## config.mk

```make
export PLATFORM = sky130hd
export DESIGN_NAME = dig_gate
export DESIGN_NICKNAME = d
export VERILOG_FILES = /design/src/core/dig_pkg.sv /design/src/core/dig_req_if.sv /design/src/core/dig_gate.sv /design/src/core/dig_pick.sv
export SDC_FILE = /design/constraint.sdc
export NUM_CORES = 1
export LEC_CHECK = 0
export ABC_AREA = 1
export BUFFER_PORTS_ARGS = -buffer_cell sky130_fd_sc_hd__buf_2
export CAP_MARGIN = 20
export CORE_ASPECT_RATIO = 1.5
export CORE_MARGIN = 10
export CORE_UTILIZATION = 47
export CTS_BUF_LIST = sky130_fd_sc_hd__clkbuf_8
export DETAILED_ROUTE_END_ITERATION = 6
export GPL_ROUTABILITY_DRIVEN = 0
export PLACE_DENSITY = 0.79
export SLEW_MARGIN = 30
export SYNTH_ARGS = -nofsm -noshare
export SYNTH_HDL_FRONTEND = slang
export SYNTH_SLANG_ARGS = --single-unit
```

## constraint.sdc

```tcl
create_clock -name core_clk -period 10 [get_ports core_clk]
set_input_delay 2 -clock core_clk [delete_from_list [all_inputs] [get_ports core_clk]]
set_output_delay 2 -clock core_clk [all_outputs]
set_load 0.01 [all_outputs]
```

## src/core/dig_pkg.sv

```systemverilog
// package for the debug-aware interrupt gate
// assumes one core clock and synchronous active-high reset
package dig_pkg;

  // ==========================================================
  // sizes
  localparam int N_SRC = 8;
  localparam int IDX_W = 3;
  localparam int LVL_W = 3;
  localparam int NUM_W = 8;
  localparam int ADDR_W = 20;
  localparam int DATA_W = 8;
  localparam int CNT_W = 16;

  // ==========================================================
  // addresses and reset values
  localparam logic [ADDR_W-1:0] ADDR_IRQ_NUM = 20'h0_0000;
  localparam logic [ADDR_W-1:0] ADDR_IRQ_LVL = 20'h0_0001;
  localparam logic [ADDR_W-1:0] ISP_RESET = 20'h0_0500;
  localparam logic [ADDR_W-1:0] WORK_AREA_BYTES = 20'h0_0008;
  localparam logic [NUM_W-1:0] VECTOR_BASE = 8'h00;
  localparam logic [CNT_W-1:0] CNT_MAX = 16'hFFFF;

  // ==========================================================
  // gate state
  typedef enum logic [1:0] {
    DIG_RUN = 2'b00,
    DIG_HALTED = 2'b01,
    DIG_RESUME = 2'b10
  } dig_state_t;

  // pick index of highest level, lowest index on ties
  function automatic logic is_better(
    input logic [LVL_W-1:0] cand,
    input logic [LVL_W-1:0] best,
    input logic have
  );
    is_better = !have || (cand > best);
  endfunction

endpackage

```

## src/core/dig_req_if.sv

```systemverilog
// carrier between the gate and its priority picker
// assumes both ends sit in the same core clock domain
`timescale 1ns/100ps

interface dig_req_if;
  logic [dig_pkg::N_SRC-1:0] pending;
  logic [dig_pkg::N_SRC-1:0] enable;
  logic [dig_pkg::N_SRC*dig_pkg::LVL_W-1:0] levels;
  logic win_valid;
  logic [dig_pkg::IDX_W-1:0] win_index;
  logic [dig_pkg::LVL_W-1:0] win_level;

  modport ctl (
    output pending,
    output enable,
    output levels,
    input win_valid,
    input win_index,
    input win_level
  );

  modport pick (
    input pending,
    input enable,
    input levels,
    output win_valid,
    output win_index,
    output win_level
  );
endinterface

```

## src/core/dig_gate.sv

```systemverilog
// debug-aware maskable interrupt gate
// assumes halt level and requests come from core-clock logic
`timescale 1ns/100ps

module dig_gate (
  // clock, reset, enable
  input wire logic core_clk,
  input wire logic rst,
  input wire logic clk_en,
  // debug controller
  input wire logic user_halted,
  // interrupt sources
  input wire logic [dig_pkg::N_SRC-1:0] src_req,
  input wire logic [dig_pkg::N_SRC-1:0] src_enable,
  input wire logic [dig_pkg::N_SRC*dig_pkg::LVL_W-1:0] src_level,
  // processor flags
  input wire logic cpu_int_enable,
  input wire logic [dig_pkg::LVL_W-1:0] cpu_ipl,
  // processor memory read port
  input wire logic mem_rd,
  input wire logic [dig_pkg::ADDR_W-1:0] mem_addr,
  output logic [dig_pkg::DATA_W-1:0] mem_rdata,
  output logic mem_rvalid,
  // stack pointer
  input wire logic isp_wr,
  input wire logic [dig_pkg::ADDR_W-1:0] isp_wdata,
  output logic [dig_pkg::ADDR_W-1:0] interrupt_stack_pointer,
  output logic [dig_pkg::ADDR_W-1:0] work_area_base,
  // interrupt request to core
  output logic irq_request,
  output logic [dig_pkg::NUM_W-1:0] irq_number,
  output logic [dig_pkg::LVL_W-1:0] irq_level,
  // status
  output logic [dig_pkg::N_SRC-1:0] pending_out,
  output logic irq_withheld,
  output logic [dig_pkg::CNT_W-1:0] withheld_cycles
);

  // ==========================================================
  // declarations
  dig_req_if req ();
  dig_pkg::dig_state_t state;
  dig_pkg::dig_state_t next_state;
  logic [dig_pkg::N_SRC-1:0] pending;
  logic [dig_pkg::N_SRC-1:0] clr_mask;
  logic ack_num;
  logic ack_lvl;
  logic ack_any;
  logic gate_open;
  logic eligible;
  logic next_request;
  logic [dig_pkg::NUM_W-1:0] win_number;

  // ==========================================================
  // picker
  assign req.pending = pending;
  assign req.enable = src_enable;
  assign req.levels = src_level;

  dig_pick u_pick (
    .req(req.pick)
  );

  assign win_number = dig_pkg::VECTOR_BASE +
                      dig_pkg::NUM_W'(req.win_index);

  // ==========================================================
  // acknowledge decode
  assign ack_num = mem_rd && (mem_addr == dig_pkg::ADDR_IRQ_NUM);
  assign ack_lvl = mem_rd && (mem_addr == dig_pkg::ADDR_IRQ_LVL);
  // any read of either address clears, even a stray one
  assign ack_any = ack_num || ack_lvl;

  always_comb begin
    clr_mask = '0;
    if (ack_any && req.win_valid) begin
      clr_mask[req.win_index] = 1'b1;
    end
  end

  // ==========================================================
  // halt tracking
  always_comb begin
    next_state = state;
    unique case (state)
      dig_pkg::DIG_RUN: begin
        if (user_halted) begin
          next_state = dig_pkg::DIG_HALTED;
        end
      end
      dig_pkg::DIG_HALTED: begin
        if (!user_halted) begin
          next_state = dig_pkg::DIG_RESUME;
        end
      end
      dig_pkg::DIG_RESUME: begin
        if (user_halted) begin
          next_state = dig_pkg::DIG_HALTED;
        end else begin
          next_state = dig_pkg::DIG_RUN;
        end
      end
      default: begin
        next_state = dig_pkg::DIG_RUN;
      end
    endcase
  end

  always_ff @(posedge core_clk) begin
    if (rst) begin
      state <= dig_pkg::DIG_RUN;
    end else if (clk_en) begin
      state <= next_state;
    end
  end

  // ==========================================================
  // pending bits
  // set wins over clear; latching goes on while halted
  always_ff @(posedge core_clk) begin
    if (rst) begin
      pending <= '0;
    end else if (clk_en) begin
      pending <= (pending & ~clr_mask) | src_req;
    end
  end

  always_ff @(posedge core_clk) begin
    if (rst) begin
      pending_out <= '0;
    end else if (clk_en) begin
      pending_out <= (pending & ~clr_mask) | src_req;
    end
  end

  // ==========================================================
  // acceptance gate
  // halt closes the gate for every source class
  assign gate_open = !user_halted && cpu_int_enable;
  assign eligible = req.win_valid && (req.win_level > cpu_ipl);
  // no latch of the refusal: held request goes out on resume
  assign next_request = eligible && gate_open && !ack_any;

  always_ff @(posedge core_clk) begin
    if (rst) begin
      irq_request <= 1'b0;
    end else if (clk_en) begin
      irq_request <= next_request;
    end
  end

  always_ff @(posedge core_clk) begin
    if (rst) begin
      irq_number <= '0;
      irq_level <= '0;
    end else if (clk_en) begin
      irq_number <= win_number;
      irq_level <= req.win_level;
    end
  end

  always_ff @(posedge core_clk) begin
    if (rst) begin
      irq_withheld <= 1'b0;
    end else if (clk_en) begin
      irq_withheld <= eligible && user_halted;
    end
  end

  always_ff @(posedge core_clk) begin
    if (rst) begin
      withheld_cycles <= '0;
    end else if (clk_en) begin
      if (next_state == dig_pkg::DIG_RESUME) begin
        withheld_cycles <= '0;
      end else if (eligible && user_halted &&
                   withheld_cycles != dig_pkg::CNT_MAX) begin
        withheld_cycles <= withheld_cycles + 16'h0001;
      end
    end
  end

  // ==========================================================
  // acknowledge data
  // address 0 gives number, address 1 gives level
  always_ff @(posedge core_clk) begin
    if (rst) begin
      mem_rdata <= '0;
      mem_rvalid <= 1'b0;
    end else if (clk_en) begin
      mem_rvalid <= ack_any;
      if (ack_num) begin
        mem_rdata <= win_number;
      end else if (ack_lvl) begin
        mem_rdata <= {{(dig_pkg::DATA_W-dig_pkg::LVL_W){1'b0}},
                      req.win_level};
      end else begin
        mem_rdata <= '0;
      end
    end
  end

  // ==========================================================
  // interrupt stack pointer
  always_ff @(posedge core_clk) begin
    if (rst) begin
      interrupt_stack_pointer <= dig_pkg::ISP_RESET;
    end else if (clk_en && isp_wr) begin
      interrupt_stack_pointer <= isp_wdata;
    end
  end

  // emulator work area sits just below the pointer
  always_ff @(posedge core_clk) begin
    if (rst) begin
      work_area_base <= dig_pkg::ISP_RESET -
                        dig_pkg::WORK_AREA_BYTES;
    end else if (clk_en) begin
      if (isp_wr) begin
        work_area_base <= isp_wdata - dig_pkg::WORK_AREA_BYTES;
      end else begin
        work_area_base <= interrupt_stack_pointer -
                          dig_pkg::WORK_AREA_BYTES;
      end
    end
  end

endmodule

```

## src/core/dig_pick.sv

```systemverilog
// priority picker over pending and enabled sources
// assumes combinational use inside the gate
`timescale 1ns/100ps

module dig_pick (
  // request set
  dig_req_if.pick req
);

  // ==========================================================
  // highest level wins, lowest index breaks ties
  always_comb begin
    logic have;
    logic [dig_pkg::IDX_W-1:0] idx;
    logic [dig_pkg::LVL_W-1:0] lvl;
    logic [dig_pkg::LVL_W-1:0] cand;
    have = 1'b0;
    idx = '0;
    lvl = '0;
    cand = '0;
    for (int i = 0; i < dig_pkg::N_SRC; i++) begin
      cand = req.levels[i*dig_pkg::LVL_W +: dig_pkg::LVL_W];
      if (req.pending[i] && req.enable[i] &&
          dig_pkg::is_better(cand, lvl, have)) begin
        have = 1'b1;
        idx = dig_pkg::IDX_W'(i);
        lvl = cand;
      end
    end
    req.win_valid = have;
    req.win_index = idx;
    req.win_level = lvl;
  end

endmodule

```

==> out/qor.yml, run 1 <==
critical_path:
  cpPeakStageDelay_ns: 0.30
  start_kind: "primary input"
  end_kind: "flop"
  ff2ff_setup_slack_ns: 0.51
  critPathMaxFanout: 7
  worst_ep_required_time_ns: 10.24
  r2r_cells: 78
  cp.arrival_ns: 10.95
  r2r_start: "pending_out[0]$_SDFFE_PP0P_"
  r2r-end: "mem_rdata[1]$_SDFFE_PP0P_"
  crit_type: "in -> reg"
  path_common_cell: "buf_4"
  cp-startpoint: "src_enable[0]"
  crit_slowest_cell: "ha_1"
min_path:
  min_to: "irq_level[0]$_SDFFE_PP0P_"
  hold_depth: 2
  hp-start: "irq_level[0]$_SDFFE_PP0P_"
  hp-class: "reg -> reg"
clock_tree:
  cts_max_level: 3
  worstSkewPairLatency_ns: 0.35
  clockBufferDepth: 2
  cts_root_buffer: "clkbuf_8"
  cts_tree: "yes"
  clock-sinks: 78
  cts_buffers: 9
  clk_pin_slew_ns: 0.09
  ctsHoldBuffers: 0
synthesis:
  synth.distinct_cells: 46
  postSynthCellCount: 731
  ys_warn_count: 0
  syn_area_um2: 4950
  ys_seq_elements: 78
  async_flop_share_pct: 0
  syn_area_per_cell_um2: 6.78
  synth_edf_count: 0
  synth_flop_cell: "dfxtp_1"
  ys_seq_area_share_pct: 31.5
sta:
  layout_min_cycle_time_ns: 10.71
  skew_ns: 0.0102
  setup_ws_ns: -0.708
  tightest_slew_ns: 0.861
  slew_viol_final: 0
  slew_headroom_pct: 42.6
  finalHoldViolations: 0
  max_clock_freq_mhz: 93.4
  setup_viol: 19
  rsz0062_at_grt: "true"
  fin_crit_sh_pct: 107
run_status:
  status: "finished with violations"
  violations: "setup timing"
placement:
  io_buffers: 165
  dp_slack_ns: -0.991
  place_hpwl_um: 12600
  placed_area_um2: 6370
global_route:
  grt_pass1_vias: 6115
  grt_pass1_wl_um: 28900
  track_usage_pct: 22.7
  gr-total-overflow: 0
  antenna_found_initial: 0
  grt_max_degree: 52
detailed_routing:
  drtIter0Drc: 367
  antenna_left: 0
  routed_wirelength_um: 18900
  vias: 6190
  wl_per_cell_um: 16.4
  firstDrtPassIters: 5
  drc: 0
  via_per_inst: 5.37
final_layout:
  insertedDiodeCount: 0
  final_core_util_pct: 73.5
  drive_gt1_share_pct: 44.6
  final_cell_area_um2: 7490
  nets: 1121
  area_growth_pct: 51.2
  n_fill_cell: 801
run:
  cap_violations: 0
floorplanning:
  core_um2: 10200
  die_h_um: 146
  io_pins: 176
  die_x_um: 104
  rows: 45
  dieArea_um2: 15100
  initial_core_util_pct: 48.6
power:
  total_power_mw: 0.928
  powerDensity_nw_per_um2: 124
  p_leak_nw: 3.83
  ir_worst_vdd_uv: 64.6
Yosys cell counts, types with 11 or more instances:
master,number,area (µm²)
clkbuf_1,13,48.8
dfxtp_1,78,1560
a21oi_1,49,245
nor3_1,13,65.1
inv_1,87,327
ha_1,25,313
nand2_1,142,533
o21ai_0,60,300
nand2_2,11,68.8
nand3_1,47,235
nor2_1,73,274
what timing repair did:
action | in CTS | in global routing
cloned | 0 | 0
buffers inserted | 56 | 12
gates resized for setup | 49 | 49
pin swaps | 67 | 52
setup endpoints to repair | 17 | 24
how the worst max path moves through the flow:
| stage | endpoint | slack, ns | cells after the start |
|---|---|---|---|
| finish | mem_rdata[1]$_SDFFE_PP0P_ | -0.71 | 79 |
| global route | withheld_cycles[14]$_SDFFE_PP0P_ | -1.21 | 80 |
| CTS | withheld_cycles[14]$_SDFFE_PP0P_ | -0.08 | 80 |
| detailed placement | withheld_cycles[14]$_SDFFE_PP0P_ | -0.99 | 80 |
| global placement | withheld_cycles[14]$_SDFFE_PP0P_ | -0.55 | 81 |
| floorplan | withheld_cycles[13]$_SDFFE_PP0P_ | -0.29 | 77 |
sequential cells by signal, indices dropped and copies added (netlist names):
name                     cells
state                        2
mem_rvalid                   1
work_area_base              20
pending_out                  8
irq_level                    3
irq_number                   3
irq_withheld                 1
irq_request                  1
mem_rdata                    3
interrupt_stack_pointer     20
withheld_cycles             16
per-stage QoR:
step | instances | TNS (ns) | hold slack [ns]
after floorplan | 740 | -1.40 | 0.459
after global placement | 1072 | -6.14 | 0.446
after global routing | 1152 | -18.87 | 0.481
final | 1152 | -8.20 | 0.467
after CTS | 1140 | -0.199 | 0.466
after detailed placement | 1072 | -13.17 | 0.453
where the power goes:
part	switching (mW)	internal [mW]	leakage, nW	total, mW
sequential	0.0113	0.327	0.641	0.339
clock	0.122	0.121	0.0997	0.243
combinational	0.186	0.161	3.09	0.346
total	0.319	0.609	3.83	0.928
routing by layer:
metal  vias up  track usage [%]  routed length [µm]
li1       2922                -                   -
met4         0             12.2                 933
met1      2858             23.5                6910
met2       327             40.3                9590
met3        83             6.20                1430
met5         -                0                   0
cell usage in the layout, fill, tap and decap left out, drive strengths merged:
cell      netlist  final
dfxtp          78     78
xor2            4      4
o211ai          5      5
a211oi          2      2
inv            96     97
a21boi          1      1
clkinv          2      4
ha             25     25
o221ai          2      2
or2            12     12
o21ba           1      1
a21oi          50     50
clkbuf         13     10
buf            19    287
nand4           6      6
nand2         156    156
mux2i           7      7
clkinvlp        0      2
a31oi           4      4
nand3          57     57
xnor2           4      4
nor4           10     10
bufinv          0      1
nor3           17     17
nor2           81     81
and2            5      5
conb            1     10
o21ai          72     72
o22ai           1      1
critical path: cells and delay by family:
| kind | cells | cell delay [ns] |
|---|---|---|
| AND/OR/NAND/NOR | 32 | 2.80 |
| buffers and inverters | 34 | 4.08 |
| AO/OA/AOI/OAI | 8 | 0.67 |
| adder cells (fa/ha/maj) | 5 | 1.34 |
logic make-up after synthesis:
| kind of cell | count (synthesis) | synth area share [%] |
|---|---|---|
| and+or+nand+nor | 344 | 33.2 |
| AOI/OAI and AO/OA | 138 | 14.9 |
| buffers and inverters | 130 | 11.1 |
| DFF | 78 | 31.5 |
| adders and majority gates | 25 | 6.31 |
| xor gates and xnor gates | 8 | 1.41 |
| muxes | 7 | 1.41 |
| other | 1 | 0.0757 |
layout make-up:
type | count | area (µm²) | area share [%]
well taps | 141 | 176 | 2.36
repair buffers | 287 | 1760 | 23.5
flip-flops and latches | 78 | 1560 | 20.8
clock inverters | 6 | 62.6 | 0.835
multi-input cells | 532 | 3410 | 45.6
inverters | 98 | 375 | 5.01
clock buffers | 10 | 138 | 1.84
Power figures use the tool's default switching activity.
==> run 2: changes to the inputs <==
--- a/config.mk
+++ b/config.mk
@@ -6,15 +6,15 @@
 export NUM_CORES = 1
 export LEC_CHECK = 0
 export ABC_AREA = 1
-export BUFFER_PORTS_ARGS = -buffer_cell sky130_fd_sc_hd__buf_2
 export CAP_MARGIN = 20
 export CORE_ASPECT_RATIO = 1.5
 export CORE_MARGIN = 10
-export CORE_UTILIZATION = 47
+export CORE_UTILIZATION = 55
 export CTS_BUF_LIST = sky130_fd_sc_hd__clkbuf_8
 export DETAILED_ROUTE_END_ITERATION = 6
+export DONT_BUFFER_PORTS = 1
 export GPL_ROUTABILITY_DRIVEN = 0
-export PLACE_DENSITY = 0.79
+export PLACE_DENSITY = 0.73
 export SLEW_MARGIN = 30
 export SYNTH_ARGS = -nofsm -noshare
 export SYNTH_HDL_FRONTEND = slang
==> run 2 against run 1 <==
Against the previous run: the flow still finishes with violations (setup timing); clock power about the same; fmax grew 2.6%; setup slack better by 0.27 ns; sequential power grew 4%; power is 9.6% lower; via count down 15%; register-to-register slack improved by 0.12 ns; first-iteration DRC count is 24% lower.
==> out/qor.yml, run 2 (synthesis gave the netlist of run 1 again) <==
power:
  total_power_mw: 0.839
  power_frac_comb_pct: 29.6
  internal-power_mw: 0.558
  p_leak_nw: 2.92
  switching_share_pct: 33.5
  powerDensity_nw_per_um2: 133
  power_frac_seq_pct: 41.8
  p_clk_share_pct: 28.6
  ir_worst_vdd_uv: 101
  p_switching_mw: 0.281
clock_tree:
  cts_root_buffer: "clkbuf_8"
  clock-sinks: 78
  clockBufferDepth: 2
  clk_pin_slew_ns: 0.09
  cts_buffers: 9
  worstSkewPairLatency_ns: 0.36
  cts_tree: "yes"
  cts_max_level: 3
global_route:
  gr-total-overflow: 0
  grt_pass1_vias: 5215
  grt_max_degree: 52
  track_usage_pct: 22.4
  antenna_found_initial: 0
  grt_pass1_wl_um: 24700
floorplanning:
  initial_core_util_pct: 56.1
  die_x_um: 97.5
  core_um2: 8830
  die_h_um: 136
  rows: 42
  io_pins: 176
  dieArea_um2: 13300
critical_path:
  cp.arrival_ns: 10.74
  crit_type: "in -> reg"
  cp-startpoint: "src_enable[0]"
  start_kind: "primary input"
  r2r_start: "pending_out[0]$_SDFFE_PP0P_"
  end_kind: "flop"
  cpPeakStageDelay_ns: 0.29
  worst_ep_required_time_ns: 10.30
  path_common_cell: "nand2_2"
  critPathMaxFanout: 6
  crit_slowest_cell: "ha_1"
min_path:
  hp-class: "reg -> reg"
  hp-start: "state[1]$_SDFFE_PP0P_"
placement:
  dp_slack_ns: -0.906
  dp.cells: 870
  place_hpwl_um: 11900
  io_buffers: 0
run_status:
  status: "finished with violations"
  violations: "setup timing"
final_layout:
  final_common_cell: "nand2_1"
  seq_area_um2: 1560
  nets: 923
  insertedDiodeCount: 0
  layout_common_cells: "115 x nand2_1, 87 x buf_4, 81 x inv_1"
  area_growth_pct: 27.8
  drive_gt1_share_pct: 29.8
  reg_top3: "interrupt_stack_pointer (20), work_area_base (20), withheld_cycles (16)"
  n_fill_cell: 701
  multi_input_area_um2: 3380
  stdcell_count: 923
detailed_routing:
  drtIter0Drc: 278
  via_per_inst: 5.70
  vias: 5263
  routed_wirelength_um: 16300
  antenna_left: 0
  wl_per_cell_um: 17.7
  drc: 0
  firstDrtPassIters: 4
sta:
  finalHoldViolations: 0
  slew_headroom_pct: 42.0
  slew_viol_final: 0
  rsz0062_at_grt: "true"
  setup_viol: 17
  fin_crit_sh_pct: 104
  setup_ws_ns: -0.433
  tightest_slew_ns: 0.865
  layout_min_cycle_time_ns: 10.43
  whs_ns: 0.500
  max_clock_freq_mhz: 95.8
  skew_ns: 0.00961
run:
  cap_violations: 0
## run 2: layout make-up
type	instances	share of cell area (%)
Multi-Input combinational cell	532	53.4
Sequential cell	78	24.7
Timing Repair Buffer	89	10.7
Inverter	98	5.93
Tap cell	110	2.17
Clock buffer	9	1.96
Clock inverter	7	1.19
## run 2: stage by stage
step                utilization, %  instance area, µm²  TNS [ns]
floorplan                        -                5120     -1.40
global placement              61.9                5470     -3.42
detailed placement            61.9                5470    -12.51
CTS                           68.3                6030   -0.0160
global route                  71.7                6330    -16.38
finish                        71.7                6330     -5.12
## run 2: power by group through the flow
stage / sequential [mW] / clock (mW) / combinational, mW
6_report: 0.351 / 0.240 / 0.248
5_1_grt: 0.354 / 0.256 / 0.273
4_1_cts: 0.352 / 0.244 / 0.206
3_5_place_dp: 0.359 / 0 / 0.179
3_3_place_gp: 0.358 / 0 / 0.170
2_1_floorplan: 0.352 / 0 / 0.136
## run 2: worst paths after layout
check	to	slack, ns	cells past startpoint
setup / recovery	withheld_cycles[14]$_SDFFE_PP0P_	-0.43	76
setup reg to reg	withheld_cycles[14]$_SDFFE_PP0P_	0.63	76
hold reg to reg	state[1]$_SDFFE_PP0P_	0.50	2
hold / removal	state[1]$_SDFFE_PP0P_	0.50	2
## run 2: metal layers
layer  GRT usage (%)  vias up  share of wire [%]
met1            20.8     2428                 32
met5               0        -                  0
li1                -     2528                  -
met2            41.5      247                 53
met3            9.04       60                 10
met4            10.6        0                4.0
## run 2: repair_timing
item	4_1_cts	5_1_grt
endpoints found under the hold margin	0	0
gates resized for setup	36	45
setup buffers	25	12
pin swaps	54	69
hold buffers	0	0
setup endpoints to repair	16	21
## run 2: critical path, delay by kind of cell
family,cells,cell delay (ns)
buffers and inverters,8,0.74
AOI/OAI and AO/OA,15,1.61
and+or+nand+nor,45,4.37
adders and majority gates,8,1.99
